File: src/verilog/rcg_pkg.sv
package rcg_pkg;

    // pclk rate and power-on hold-off
    localparam int unsigned CLK_HZ = 50_000_000;
    localparam int unsigned POR_DELAY_US = 1000;
    localparam int unsigned POR_DELAY_CYC = POR_DELAY_US * (CLK_HZ / 1_000_000);
    localparam int CNT_W = 20;

    // apb register map, byte addresses
    localparam int ADDR_W = 8;
    localparam logic [7:0] ADDR_STATUS = 8'h00;
    localparam logic [7:0] ADDR_CTRL = 8'h04;
    localparam logic [7:0] ADDR_IRQ_ST = 8'h08;
    localparam logic [7:0] ADDR_IRQ_MASK = 8'h0c;
    localparam logic [31:0] RDATA_ZERO = 32'h0000_0000;

    // status fields
    localparam int ST_HALT_N = 0;
    localparam int ST_HARD_TRUE = 1;
    localparam int ST_BOARD_N = 2;
    localparam int ST_RELAY_OK = 3;
    localparam int ST_FTEST_N = 4;
    localparam int ST_SEL_LSB = 5;

    // control fields and reset values
    localparam int CTRL_SOFT_EN = 0;
    localparam logic CTRL_SOFT_EN_RST = 1'b1;

    // interrupt sources
    localparam int IRQ_W = 3;
    localparam int IRQ_RELAY_LOW = 0;
    localparam int IRQ_SOFT_RST = 1;
    localparam int IRQ_SUPPLY_LOSS = 2;
    localparam logic [IRQ_W-1:0] IRQ_MASK_RST = 3'h0;

    // select straps: first, second, third
    localparam int STRAP_16M = 0;
    localparam int STRAP_20M = 1;
    localparam int STRAP_8M = 2;

    typedef enum logic [1:0] {
        RCG_SEL_16M = 2'b00,
        RCG_SEL_8M = 2'b01,
        RCG_SEL_20M = 2'b10
    } rcg_clk_sel_t;

    typedef enum logic [1:0] {
        RCG_RST_ASSERTED = 2'b00,
        RCG_RST_WAIT_EDGE = 2'b01,
        RCG_RST_RUNNING = 2'b10
    } rcg_rst_state_t;

    // rising edge of a sampled level
    function automatic logic rcg_rise(input logic cur, input logic prev);
        return cur & ~prev;
    endfunction

    // strap decode; 20 MHz only if the oscillator is fitted
    function automatic rcg_clk_sel_t rcg_decode_sel(input logic [2:0] s, input logic osc_fit);
        if (s == 3'h4) begin
            return RCG_SEL_8M;
        end else if (s == 3'h2 && osc_fit) begin
            return RCG_SEL_20M;
        end else begin
            return RCG_SEL_16M;
        end
    endfunction

endpackage

File: src/verilog/rcg_clk_if.sv
`timescale 1ns/10ps
`default_nettype none
interface rcg_clk_if;
    logic sys_clk_in;
    logic osc_in;
    rcg_pkg::rcg_clk_sel_t sel;
    logic buffered;
    logic clk_8m;
    logic clk_4m;
    logic cpu_clk;
    logic cpu_rise;

    modport gen(
        input sys_clk_in, osc_in, sel,
        output buffered, clk_8m, clk_4m, cpu_clk, cpu_rise
    );
    modport ctl(
        output sys_clk_in, osc_in, sel,
        input buffered, clk_8m, clk_4m, cpu_clk, cpu_rise
    );
endinterface
`default_nettype wire

File: src/verilog/rcg_clk_gen.sv
`timescale 1ns/10ps
`default_nettype none
module rcg_clk_gen (
    input wire logic pclk,
    input wire logic presetn,
    rcg_clk_if.gen cif
);

    typedef struct packed {
        logic buf_clk;
        logic c8;
        logic c4;
        logic osc;
        logic cpu;
        logic cpu_rise;
    } rcg_gen_state_t;

    rcg_gen_state_t st_reg;
    rcg_gen_state_t st_next;

    ////////////////////////////////////////////////////////////////////////
    // dividers toggle on the sampled edge, so 8m and 4m stay phase-locked
    always_comb begin
        st_next = st_reg;
        st_next.buf_clk = cif.sys_clk_in;
        st_next.osc = cif.osc_in;
        if (rcg_pkg::rcg_rise(cif.sys_clk_in, st_reg.buf_clk)) begin
            st_next.c8 = ~st_reg.c8;
            if (!st_reg.c8) begin
                st_next.c4 = ~st_reg.c4;
            end
        end
        // one clock for cpu and interface chip
        case (cif.sel)
            rcg_pkg::RCG_SEL_8M: st_next.cpu = st_next.c8;
            rcg_pkg::RCG_SEL_20M: st_next.cpu = st_next.osc;
            rcg_pkg::RCG_SEL_16M: st_next.cpu = st_next.buf_clk;
            default: st_next.cpu = st_next.buf_clk;
        endcase
        st_next.cpu_rise = rcg_pkg::rcg_rise(st_next.cpu, st_reg.cpu);
    end

    always_ff @(posedge pclk or negedge presetn) begin
        if (!presetn) begin
            st_reg <= '0;
        end else begin
            st_reg <= st_next;
        end
    end

    assign cif.buffered = st_reg.buf_clk;
    assign cif.clk_8m = st_reg.c8;
    assign cif.clk_4m = st_reg.c4;
    assign cif.cpu_clk = st_reg.cpu;
    assign cif.cpu_rise = st_reg.cpu_rise;

endmodule
`default_nettype wire

File: src/verilog/rcg_top.sv
// How it works
// - hard reset high forces board reset low
// - soft reset request low asserts board reset
// - factory test low ignores soft reset request
// - board reset returns board and modules known
// - halt low until delay after supply valid
// - hard reset follows halt, true copy inverted
// - relay supply status readable, low below threshold
// - backplane clock buffered, halved to 8 MHz
// - 8 MHz halved to 4 MHz timer clock
// - one cpu clock: 8, 16 or 20
// - 20 MHz only from fitted local oscillator
// - third strap alone gives 8, first gives 16
`timescale 1ns/10ps
`default_nettype none
module rcg_top #(
    parameter int POR_DELAY_CYC = rcg_pkg::POR_DELAY_CYC
) (
    input wire logic pclk,
    input wire logic presetn,
    input wire logic [rcg_pkg::ADDR_W-1:0] paddr,
    input wire logic psel,
    input wire logic penable,
    input wire logic pwrite,
    input wire logic [31:0] pwdata,
    output logic [31:0] prdata,
    output logic pready,
    output logic pslverr,
    output logic irq,
    input wire logic supply_5v_valid,
    input wire logic relay_supply_ok,
    input wire logic soft_reset_req_n,
    input wire logic factory_test_n,
    input wire logic backplane_sys_clk,
    input wire logic osc_20m,
    input wire logic osc_20m_fitted,
    input wire logic [2:0] clk_sel_strap,
    output logic halt_n,
    output logic hard_reset_n,
    output logic hard_reset_true,
    output logic board_reset_n,
    output logic buffered_sys_clk,
    output logic clk_8m,
    output logic timer_clk,
    output logic cpu_clk
);

    localparam int CW = rcg_pkg::CNT_W;
    localparam logic [CW-1:0] POR_LAST = CW'(POR_DELAY_CYC - 1);

    typedef struct packed {
        logic [CW-1:0] por_cnt;
        logic halt_n;
        logic hard_n;
        logic hard_true;
        rcg_pkg::rcg_rst_state_t rst_state;
        logic board_n;
        logic [2:0] straps;
        logic osc_fit;
        logic straps_taken;
        logic relay_ok;
        logic relay_ok_d;
        logic supply_d;
        logic soft_en;
        logic [rcg_pkg::IRQ_W-1:0] irq_st;
        logic [rcg_pkg::IRQ_W-1:0] irq_mask;
        logic irq;
        logic [31:0] prdata;
        logic pready;
        logic pslverr;
    } rcg_top_state_t;

    // hard reset true and board reset active out of reset
    localparam rcg_top_state_t ST_RESET = '{
        por_cnt: '0,
        halt_n: 1'b0,
        hard_n: 1'b0,
        hard_true: 1'b1,
        rst_state: rcg_pkg::RCG_RST_ASSERTED,
        board_n: 1'b0,
        straps: 3'h0,
        osc_fit: 1'b0,
        straps_taken: 1'b0,
        relay_ok: 1'b0,
        relay_ok_d: 1'b0,
        supply_d: 1'b0,
        soft_en: rcg_pkg::CTRL_SOFT_EN_RST,
        irq_st: '0,
        irq_mask: rcg_pkg::IRQ_MASK_RST,
        irq: 1'b0,
        prdata: rcg_pkg::RDATA_ZERO,
        pready: 1'b0,
        pslverr: 1'b0
    };

    rcg_top_state_t st_reg;
    rcg_top_state_t st_next;
    rcg_clk_if cif();

    logic soft_req;
    logic rst_req;
    logic apb_setup;
    logic apb_write;
    logic [rcg_pkg::IRQ_W-1:0] irq_set;
    rcg_pkg::rcg_clk_sel_t clk_sel;

    ////////////////////////////////////////////////////////////////////////
    // clock generation
    assign clk_sel = rcg_pkg::rcg_decode_sel(st_reg.straps, st_reg.osc_fit);
    assign cif.sys_clk_in = backplane_sys_clk;
    assign cif.osc_in = osc_20m;
    assign cif.sel = clk_sel;

    rcg_clk_gen u_clk_gen (
        .pclk(pclk),
        .presetn(presetn),
        .cif(cif.gen)
    );

    ////////////////////////////////////////////////////////////////////////
    // reset request terms; factory test masks the soft path only
    assign soft_req = ~soft_reset_req_n & factory_test_n & st_reg.soft_en;
    assign rst_req = st_reg.hard_true | soft_req;
    assign apb_setup = psel & ~penable;
    assign apb_write = psel & penable & st_reg.pready & pwrite;

    // events; software clear loses to a same-cycle set
    always_comb begin
        irq_set = '0;
        irq_set[rcg_pkg::IRQ_RELAY_LOW] = rcg_pkg::rcg_rise(st_reg.relay_ok_d, st_reg.relay_ok);
        irq_set[rcg_pkg::IRQ_SOFT_RST] = soft_req & st_reg.board_n;
        irq_set[rcg_pkg::IRQ_SUPPLY_LOSS] = rcg_pkg::rcg_rise(st_reg.supply_d, supply_5v_valid);
    end

    ////////////////////////////////////////////////////////////////////////
    // next state
    always_comb begin
        st_next = st_reg;

        // straps caught once, on the first edge after release
        if (!st_reg.straps_taken) begin
            st_next.straps = clk_sel_strap;
            st_next.osc_fit = osc_20m_fitted;
            st_next.straps_taken = 1'b1;
        end

        // power-on hold-off: restarts whenever the 5 V supply drops
        if (!supply_5v_valid) begin
            st_next.por_cnt = '0;
            st_next.halt_n = 1'b0;
        end else if (st_reg.por_cnt != POR_LAST) begin
            st_next.por_cnt = st_reg.por_cnt + CW'(1);
        end else begin
            st_next.halt_n = 1'b1;
        end
        st_next.hard_n = st_next.halt_n;
        st_next.hard_true = ~st_next.halt_n;
        st_next.supply_d = supply_5v_valid;

        // relay supply comparator, kept for status
        st_next.relay_ok = relay_supply_ok;
        st_next.relay_ok_d = st_reg.relay_ok;

        // assert at once, release only on a cpu clock rising edge
        case (st_reg.rst_state)
            rcg_pkg::RCG_RST_ASSERTED: begin
                st_next.board_n = 1'b0;
                if (!rst_req) begin
                    st_next.rst_state = rcg_pkg::RCG_RST_WAIT_EDGE;
                end
            end
            rcg_pkg::RCG_RST_WAIT_EDGE: begin
                if (rst_req) begin
                    st_next.rst_state = rcg_pkg::RCG_RST_ASSERTED;
                end else if (cif.cpu_rise) begin
                    st_next.rst_state = rcg_pkg::RCG_RST_RUNNING;
                    st_next.board_n = 1'b1;
                end
            end
            rcg_pkg::RCG_RST_RUNNING: begin
                if (rst_req) begin
                    st_next.rst_state = rcg_pkg::RCG_RST_ASSERTED;
                    st_next.board_n = 1'b0;
                end
            end
            default: begin
                st_next.rst_state = rcg_pkg::RCG_RST_ASSERTED;
                st_next.board_n = 1'b0;
            end
        endcase

        // apb writes take effect in the access phase
        st_next.irq_st = st_reg.irq_st;
        if (apb_write) begin
            case (paddr)
                rcg_pkg::ADDR_CTRL: begin
                    st_next.soft_en = pwdata[rcg_pkg::CTRL_SOFT_EN];
                end
                rcg_pkg::ADDR_IRQ_ST: begin
                    st_next.irq_st = st_reg.irq_st & ~pwdata[rcg_pkg::IRQ_W-1:0];
                end
                rcg_pkg::ADDR_IRQ_MASK: begin
                    st_next.irq_mask = pwdata[rcg_pkg::IRQ_W-1:0];
                end
                default: begin
                    st_next.soft_en = st_reg.soft_en;
                end
            endcase
        end
        st_next.irq_st = st_next.irq_st | irq_set;
        st_next.irq = |(st_reg.irq_st & st_reg.irq_mask);

        // read data registered in setup, so access completes in one cycle
        st_next.pready = apb_setup;
        st_next.pslverr = 1'b0;
        st_next.prdata = rcg_pkg::RDATA_ZERO;
        if (apb_setup) begin
            case (paddr)
                rcg_pkg::ADDR_STATUS: begin
                    st_next.prdata[rcg_pkg::ST_HALT_N] = st_reg.halt_n;
                    st_next.prdata[rcg_pkg::ST_HARD_TRUE] = st_reg.hard_true;
                    st_next.prdata[rcg_pkg::ST_BOARD_N] = st_reg.board_n;
                    st_next.prdata[rcg_pkg::ST_RELAY_OK] = st_reg.relay_ok;
                    st_next.prdata[rcg_pkg::ST_FTEST_N] = factory_test_n;
                    st_next.prdata[rcg_pkg::ST_SEL_LSB +: 2] = clk_sel;
                end
                rcg_pkg::ADDR_CTRL: begin
                    st_next.prdata[rcg_pkg::CTRL_SOFT_EN] = st_reg.soft_en;
                end
                rcg_pkg::ADDR_IRQ_ST: begin
                    st_next.prdata[rcg_pkg::IRQ_W-1:0] = st_reg.irq_st;
                end
                rcg_pkg::ADDR_IRQ_MASK: begin
                    st_next.prdata[rcg_pkg::IRQ_W-1:0] = st_reg.irq_mask;
                end
                default: begin
                    st_next.pslverr = 1'b1;
                end
            endcase
        end
    end

    always_ff @(posedge pclk or negedge presetn) begin
        if (!presetn) begin
            st_reg <= ST_RESET;
        end else begin
            st_reg <= st_next;
        end
    end

    ////////////////////////////////////////////////////////////////////////
    // outputs, all registered
    assign prdata = st_reg.prdata;
    assign pready = st_reg.pready;
    assign pslverr = st_reg.pslverr;
    assign irq = st_reg.irq;
    assign halt_n = st_reg.halt_n;
    assign hard_reset_n = st_reg.hard_n;
    assign hard_reset_true = st_reg.hard_true;
    assign board_reset_n = st_reg.board_n;
    assign buffered_sys_clk = cif.buffered;
    assign clk_8m = cif.clk_8m;
    assign timer_clk = cif.clk_4m;
    assign cpu_clk = cif.cpu_clk;
endmodule
`default_nettype wire
File: config.mk
export PLATFORM = sky130hd
export DESIGN_NAME = rcg_top
export DESIGN_NICKNAME = d
export VERILOG_FILES = /design/src/verilog/rcg_pkg.sv /design/src/verilog/rcg_clk_if.sv /design/src/verilog/rcg_clk_gen.sv /design/src/verilog/rcg_top.sv
export SDC_FILE = /design/constraint.sdc
export NUM_CORES = 1
export LEC_CHECK = 0
export BUFFER_PORTS_ARGS = -buffer_cell sky130_fd_sc_hd__clkbuf_2
export CAP_MARGIN = 10
export CORE_MARGIN = 5
export CORE_UTILIZATION = 42
export CTS_CLUSTER_SIZE = 14
export DETAILED_ROUTE_END_ITERATION = 16
export HOLD_SLACK_MARGIN = 0.08
export PLACE_DENSITY = 0.67
export RECOVER_POWER = 100
export SLEW_MARGIN = 30
export SYNTH_ARGS = -nofsm -noshare
export SYNTH_HDL_FRONTEND = slang
export SYNTH_SLANG_ARGS = --single-unit
export TNS_END_PERCENT = 50
File: constraint.sdc
create_clock -name pclk -period 2.66 [get_ports pclk]
set_input_delay 0.665 -clock pclk [delete_from_list [all_inputs] [get_ports pclk]]
set_output_delay 0.665 -clock pclk [all_outputs]
set_load 0.01 [all_outputs]
==> metrics.txt, run 1 <==
status finished, final reports clean; vias around 1800; fin util 0.4592; power share of the clock group 0.351; nets between 300 and 400; Final Hold Vio Count 0; global route overflow 0; CTS H-Tree Depth 2; IO Pins 98; antenna-violating nets left 0; gpl congestion 0.7391; ys async rst share 1.000; MaxCap Viol Count 0; R2R Path End st_reg[72]; Slew Limit Fails 0; Setup Buffers After CTS 0; max incr delay on CP 0.43 ns; slowest CP cell or3_1; met3 WL 268 µm; Via density just under 5; Synth Area in Simple Gates 0.1911; worst reg2reg path depth 5; crit start category register; DIE WIDTH between 80 and 90 µm; Final min period a little under 2 ns; TritonCTS clock tree yes; Net Sw Power ~0.39 mW; achievable clock frequency just over 500 MHz; cts repair resizes 0; Final Cell Area around 2900 µm²; Synth cell types slightly above 50; DRT iter0 DRCs 51; final instance count without filler cells between 300 and 400; hold crit path type register to register; Leakage 1.321 nW; HP Start st_next[43]; Synth warnings 0; number of flip-flops in the largest register 36; filler cell count 625; Syn Inst Count 250; most common cell after layout, fill and taps aside dfrtp_1; Die ar. approximately 8000 µm²; Req. time, crit path 2.88 ns; setup tns final 0 ns; Flop pwr share 0.557; hpwl dp 3.388 mm; post-synthesis sequential area ratio 0.5150; CTS clk-pin slew, worst paths ~0.10 ns; Avg Cell Area, Syn approximately 11 µm²; site row count 29; multiplexer area fraction after synthesis 0.05327; Final period util 0.7371; Area Overhead vs Synth 7.663%; Final setup viols 0; wirelength, routed between 4 and 5 mm; adder-cell share of the synthesized area 0.009346; Synth Area in Compound Gates 0.08645; most frequent cells in the layout dfrtp_1, conb_1, clkbuf_2; die height between 80 and 90 µm; Hold Path Sink st_reg[43]; Max VDD drop around 350 µV; unrepaired setup endpoints after global routing no; Max clock buf depth 2; Top delay family on crit path simple AND/OR/NAND/NOR gates; CP max FO 11; sw frac 0.2452; # DRC 0; first-pass GRT wire length around 8.1 mm; worst-margin pin slew 1.305 ns; R2R setup slack 0.70 ns; ys flop type dfrtp_1; DR top layer met4; share of cells above drive strength 1 0.1638; initial antenna violation count 0; flops & latches, synth 55; worst clock skew approximately 0.0066 ns; Placed Cells 356; Rel. slew slack 0.1300; wire per inst 12.63 µm; vias in the first global route 1758; Post-synth EDFFs 0; CTS sink count between 50 and 60; crit-path cells ha_1, and3_1, nand4_1, or3_1, a21oi_1; Power Total 1.606 mW; latest clock arrival within the worst-skew pair between 0.3 and 0.4 ns; WHS Path Cells 0; Antenna diodes 0; Placed Area 2814 µm²; DRT met1 WL ~2.0 mm; post-synthesis cell area around 2700 µm²; pwr/cell area about 560 nW/µm²; Core Area 6277 µm²; Initial Utilization 0.4265; DRT Pass-1 Iters 5; Reg-to-Reg Start st_reg[56]; Total Routing Usage GR 0.1189; Crit. End Element register; CP Class register to register; CTS Hold Bufs 0; Power Internal roughly 1.2 mW; met2 wire length 2.226 mm; Root Driver clkbuf_8; largest net degree at the start of global routing 56; FF/Latch Area roughly 1400 µm²; Multi-input gate area approximately 1100 µm²; cts bufs inserted 5; arrival time worst endpoint ~2.2 ns; worst path bufs/invs 0; main combinational cell family by area after synthesis simple AND/OR/NAND/NOR gates; XOR/XNOR share of the synthesized area 0.02617; combinational cell fraction of total power 0.091; number of port buffers 43
==> logic make-up after synthesis <==
| kind of cell | Yosys count |
|---|---|
| and+or+nand+nor | 85 |
| buffers and inverters | 49 |
| AOI/OAI and AO/OA | 37 |
| xor gates and xnor gates | 8 |
| muxes | 12 |
| other | 2 |
| adders and majority gates | 2 |
| DFF | 55 |
==> per-layer routing <==
| layer | up-vias | GRT usage |
|---|---|---|
| met5 | - | 0 |
| met4 | 0 | 0.03401 |
| met3 | 5 | 0.04090 |
| met2 | 36 | 0.1970 |
| met1 | 846 | 0.1467 |
| li1 | 894 | - |
==> how the worst max path moves through the flow <==
stage,slack (ns),start,cells after the start,to
6_report,0.70,st_reg[56],5,st_reg[72]
5_1_grt,0.53,st_reg[56],5,st_reg[72]
4_1_cts,0.79,st_reg[56],5,st_reg[74]
3_5_place_dp,0.66,paddr[1],5,st_reg[36]
3_3_place_gp,0.67,paddr[1],5,st_reg[36]
2_1_floorplan,0.88,paddr[1],4,st_reg[35]
==> cells in the mapped netlist, drive strengths merged, types with 6 or more instances <==
library cell / count / area, µm²
a21oi: 11 / 55.05
or3: 7 / 43.79
nand4: 7 / 65.06
dfrtp: 53 / 1326
nand2: 11 / 41.29
nor2b: 6 / 37.54
inv: 9 / 33.78
nor2: 13 / 48.80
buf: 34 / 252.7
xor2: 7 / 61.31
mux2: 8 / 90.09
o21ai: 9 / 45.04
and3: 6 / 37.54
nand3: 7 / 35.03
==> per-stage QoR <==
stage | hold WS, ns | setup slack, ns
global route | 0.4035 | 0.5289
floorplan | 0.3537 | 0.8822
CTS | 0.3806 | 0.7903
global placement | 0.3639 | 0.6663
finish | 0.3828 | 0.6992
detailed placement | 0.3581 | 0.6579
==> power by group through the flow <==
stage / combinational [mW] / sequential [mW] / clock [mW]
2_1_floorplan: 0.102 / 0.918 / 0
3_3_place_gp: 0.152 / 0.910 / 0
3_5_place_dp: 0.155 / 0.912 / 0
4_1_cts: 0.155 / 0.896 / 0.579
5_1_grt: 0.167 / 0.902 / 0.611
6_report: 0.147 / 0.895 / 0.565
==> cell type report <==
cell class | count | share of cell area
sequential | 55 | 0.4783
inverter | 10 | 0.01302
clock buffer | 5 | 0.02387
tap | 77 | 0.03342
timing repair buffer | 44 | 0.06814
clock inverter | 3 | 0.01649
multi-input combinational | 170 | 0.3668
Note: power is estimated with default switching activity, not from simulation.
==> run 2, diff against run 1 <==
PLACE_DENSITY = 0.69   (was 0.67)
clock period = 1.6 ns   (was 2.66 ns; I/O delays follow)
==> run 2 against run 1 <==
Against the previous run:
- non-clock buffer count is 12 higher
- worst hold slack got worse by 0.18 ns
- clock power up 60%
- via count is 5.8% higher
- clock skew rose by 0.0015 ns
- power increased by 64%
- register-to-register slack got worse by 0.65 ns
- highest routed layer unchanged
==> metrics.txt, run 2 (same netlist as run 1, synthesis figures left out) <==
status finished, final reports clean; max incr delay on CP ~0.40 ns; Core Area about 6300 µm²; Total Routing Usage GR 0.1254; HP Start relay_supply_ok; Reg-to-Reg Start st_reg[57]; first-pass GRT wire length 8.438 mm; Final Hold Vio Count 0; Root Driver clkbuf_8; Max VDD drop between 500 and 600 µV; antenna-violating nets left 0; Hold Path Sink st_next[43]; number of flip-flops in the largest register 36; wire per inst 13.19 µm; WHS Path Cells 1; IO Pins 98; CTS clk-pin slew, worst paths around 0.090 ns; worst reg2reg path depth 5; Slew Limit Fails 0; wirelength, routed between 4 and 5 mm; Power Total ~2.6 mW; final hold slack around 0.2 ns; largest net degree at the start of global routing 56; Initial Utilization 0.4265; Max clock buf depth 2; DRT Pass-1 Iters 4; arrival time worst endpoint ~1.8 ns; CTS sink count 55; Final setup viols 0; unrepaired setup endpoints after global routing yes; MaxCap Viol Count 0; vias in the first global route approximately 1900; worst-margin pin slew between 1 and 1.5 ns; Placed Cells 367; CP max FO 8; site row count 29; share of cells above drive strength 1 0.2140; DIE WIDTH around 90 µm; Die ar. 8072 µm²; initial antenna violation count 0; Antenna diodes 0; latest clock arrival within the worst-skew pair approximately 0.3 ns; most common cell after layout, fill and taps aside dfrtp_1; worst clock skew 0.008141 ns; hold crit path type primary input to register; Req. time, crit path approximately 1.8 ns; achievable clock frequency 643.7 MHz; TritonCTS clock tree yes; Leakage 1.411 nW; Rel. slew slack 0.2131; Final Cell Area 3003 µm²; global route overflow 0; Via density roughly 5; DRT iter0 DRCs between 50 and 60; vias 1885; final instance count without filler cells 376; CP Class register to register; nets roughly 360; # DRC 0; hpwl dp roughly 3.6 mm; number of port buffers between 40 and 50; R2R Path End st_reg[70]; die height 89.85 µm; gpl congestion 0.8039; Final min period roughly 1.6 ns; crit-path cells ha_1, and3_2, nand4_4, or3_1, a21oi_1; crit start category register; Area Overhead vs Synth 12.15%; Placed Area between 2000 and 3000 µm²; slowest CP cell dfrtp_1; pwr/cell area 878.9 nW/µm²; setup tns final 0 ns; CTS H-Tree Depth 2; Final period util 0.9710; most frequent cells in the layout dfrtp_1, conb_1, clkbuf_2; R2R setup slack around 0.046 ns; cts bufs inserted 5; Crit. End Element register
==> run 2: critical path, delay by kind of cell, from the launching register on <==
| family | cells | cell delay, ns |
|---|---|---|
| adder cells (fa/ha/maj) | 1 | 0.20 |
| AND/OR/NAND/NOR | 3 | 0.75 |
| flip-flops | 1 | 0.40 |
| AO/OA/AOI/OAI | 1 | 0.14 |
==> run 2: routing by layer <==
metal,global-route usage,up-vias,part of all wire
li1,-,912,-
met1,0.1417,919,0.40
met2,0.2195,50,0.52
met3,0.04508,4,0.065
met4,0.03904,0,0.0097
met5,0,-,0
==> run 2: worst max path at each step <==
stage,from,cells past startpoint,endpoint
2_1_floorplan,paddr[1],4,st_reg[35]
3_3_place_gp,paddr[1],5,st_reg[36]
3_5_place_dp,paddr[1],5,st_reg[37]
4_1_cts,st_reg[60],4,st_reg[75]
5_1_grt,st_reg[56],5,st_reg[70]
6_report,st_reg[57],5,st_reg[70]
==> run 2: repair_timing <==
action                                  CTS  global route
pin swaps                                 0             3
buffers inserted                          0             1
endpoints found under the hold margin     0             0
hold buffers                              0             0
endpoints found under the setup margin    2            12
gates resized for setup                   1             9
==> run 2: stage by stage <==
| stage | setup WS [ns] | util |
|---|---|---|
| final | 0.04641 | 0.4784 |
| after global placement | -0.02604 | 0.4634 |
| after detailed placement | -0.03959 | 0.4634 |
| after floorplan | 0.08717 | - |
| after CTS | 0.01282 | 0.4824 |
| after global routing | -0.01388 | 0.4784 |
==> run 2: power breakdown <==
part	internal, mW	switching [mW]	leakage (nW)
combinational	0.0950	0.154	0.643
sequential	1.45	0.0380	0.716
clock	0.467	0.435	0.0514
==> run 2: cell type report <==
cell class,count,area [µm²]
fillers,619,3274
flip-flops and latches,55,1380
inverters,10,37.54
well taps,77,96.34
clock buffers,6,72.57
repair buffers,56,280.3
multi-input cells,170,1099
clock inverters,2,37.54
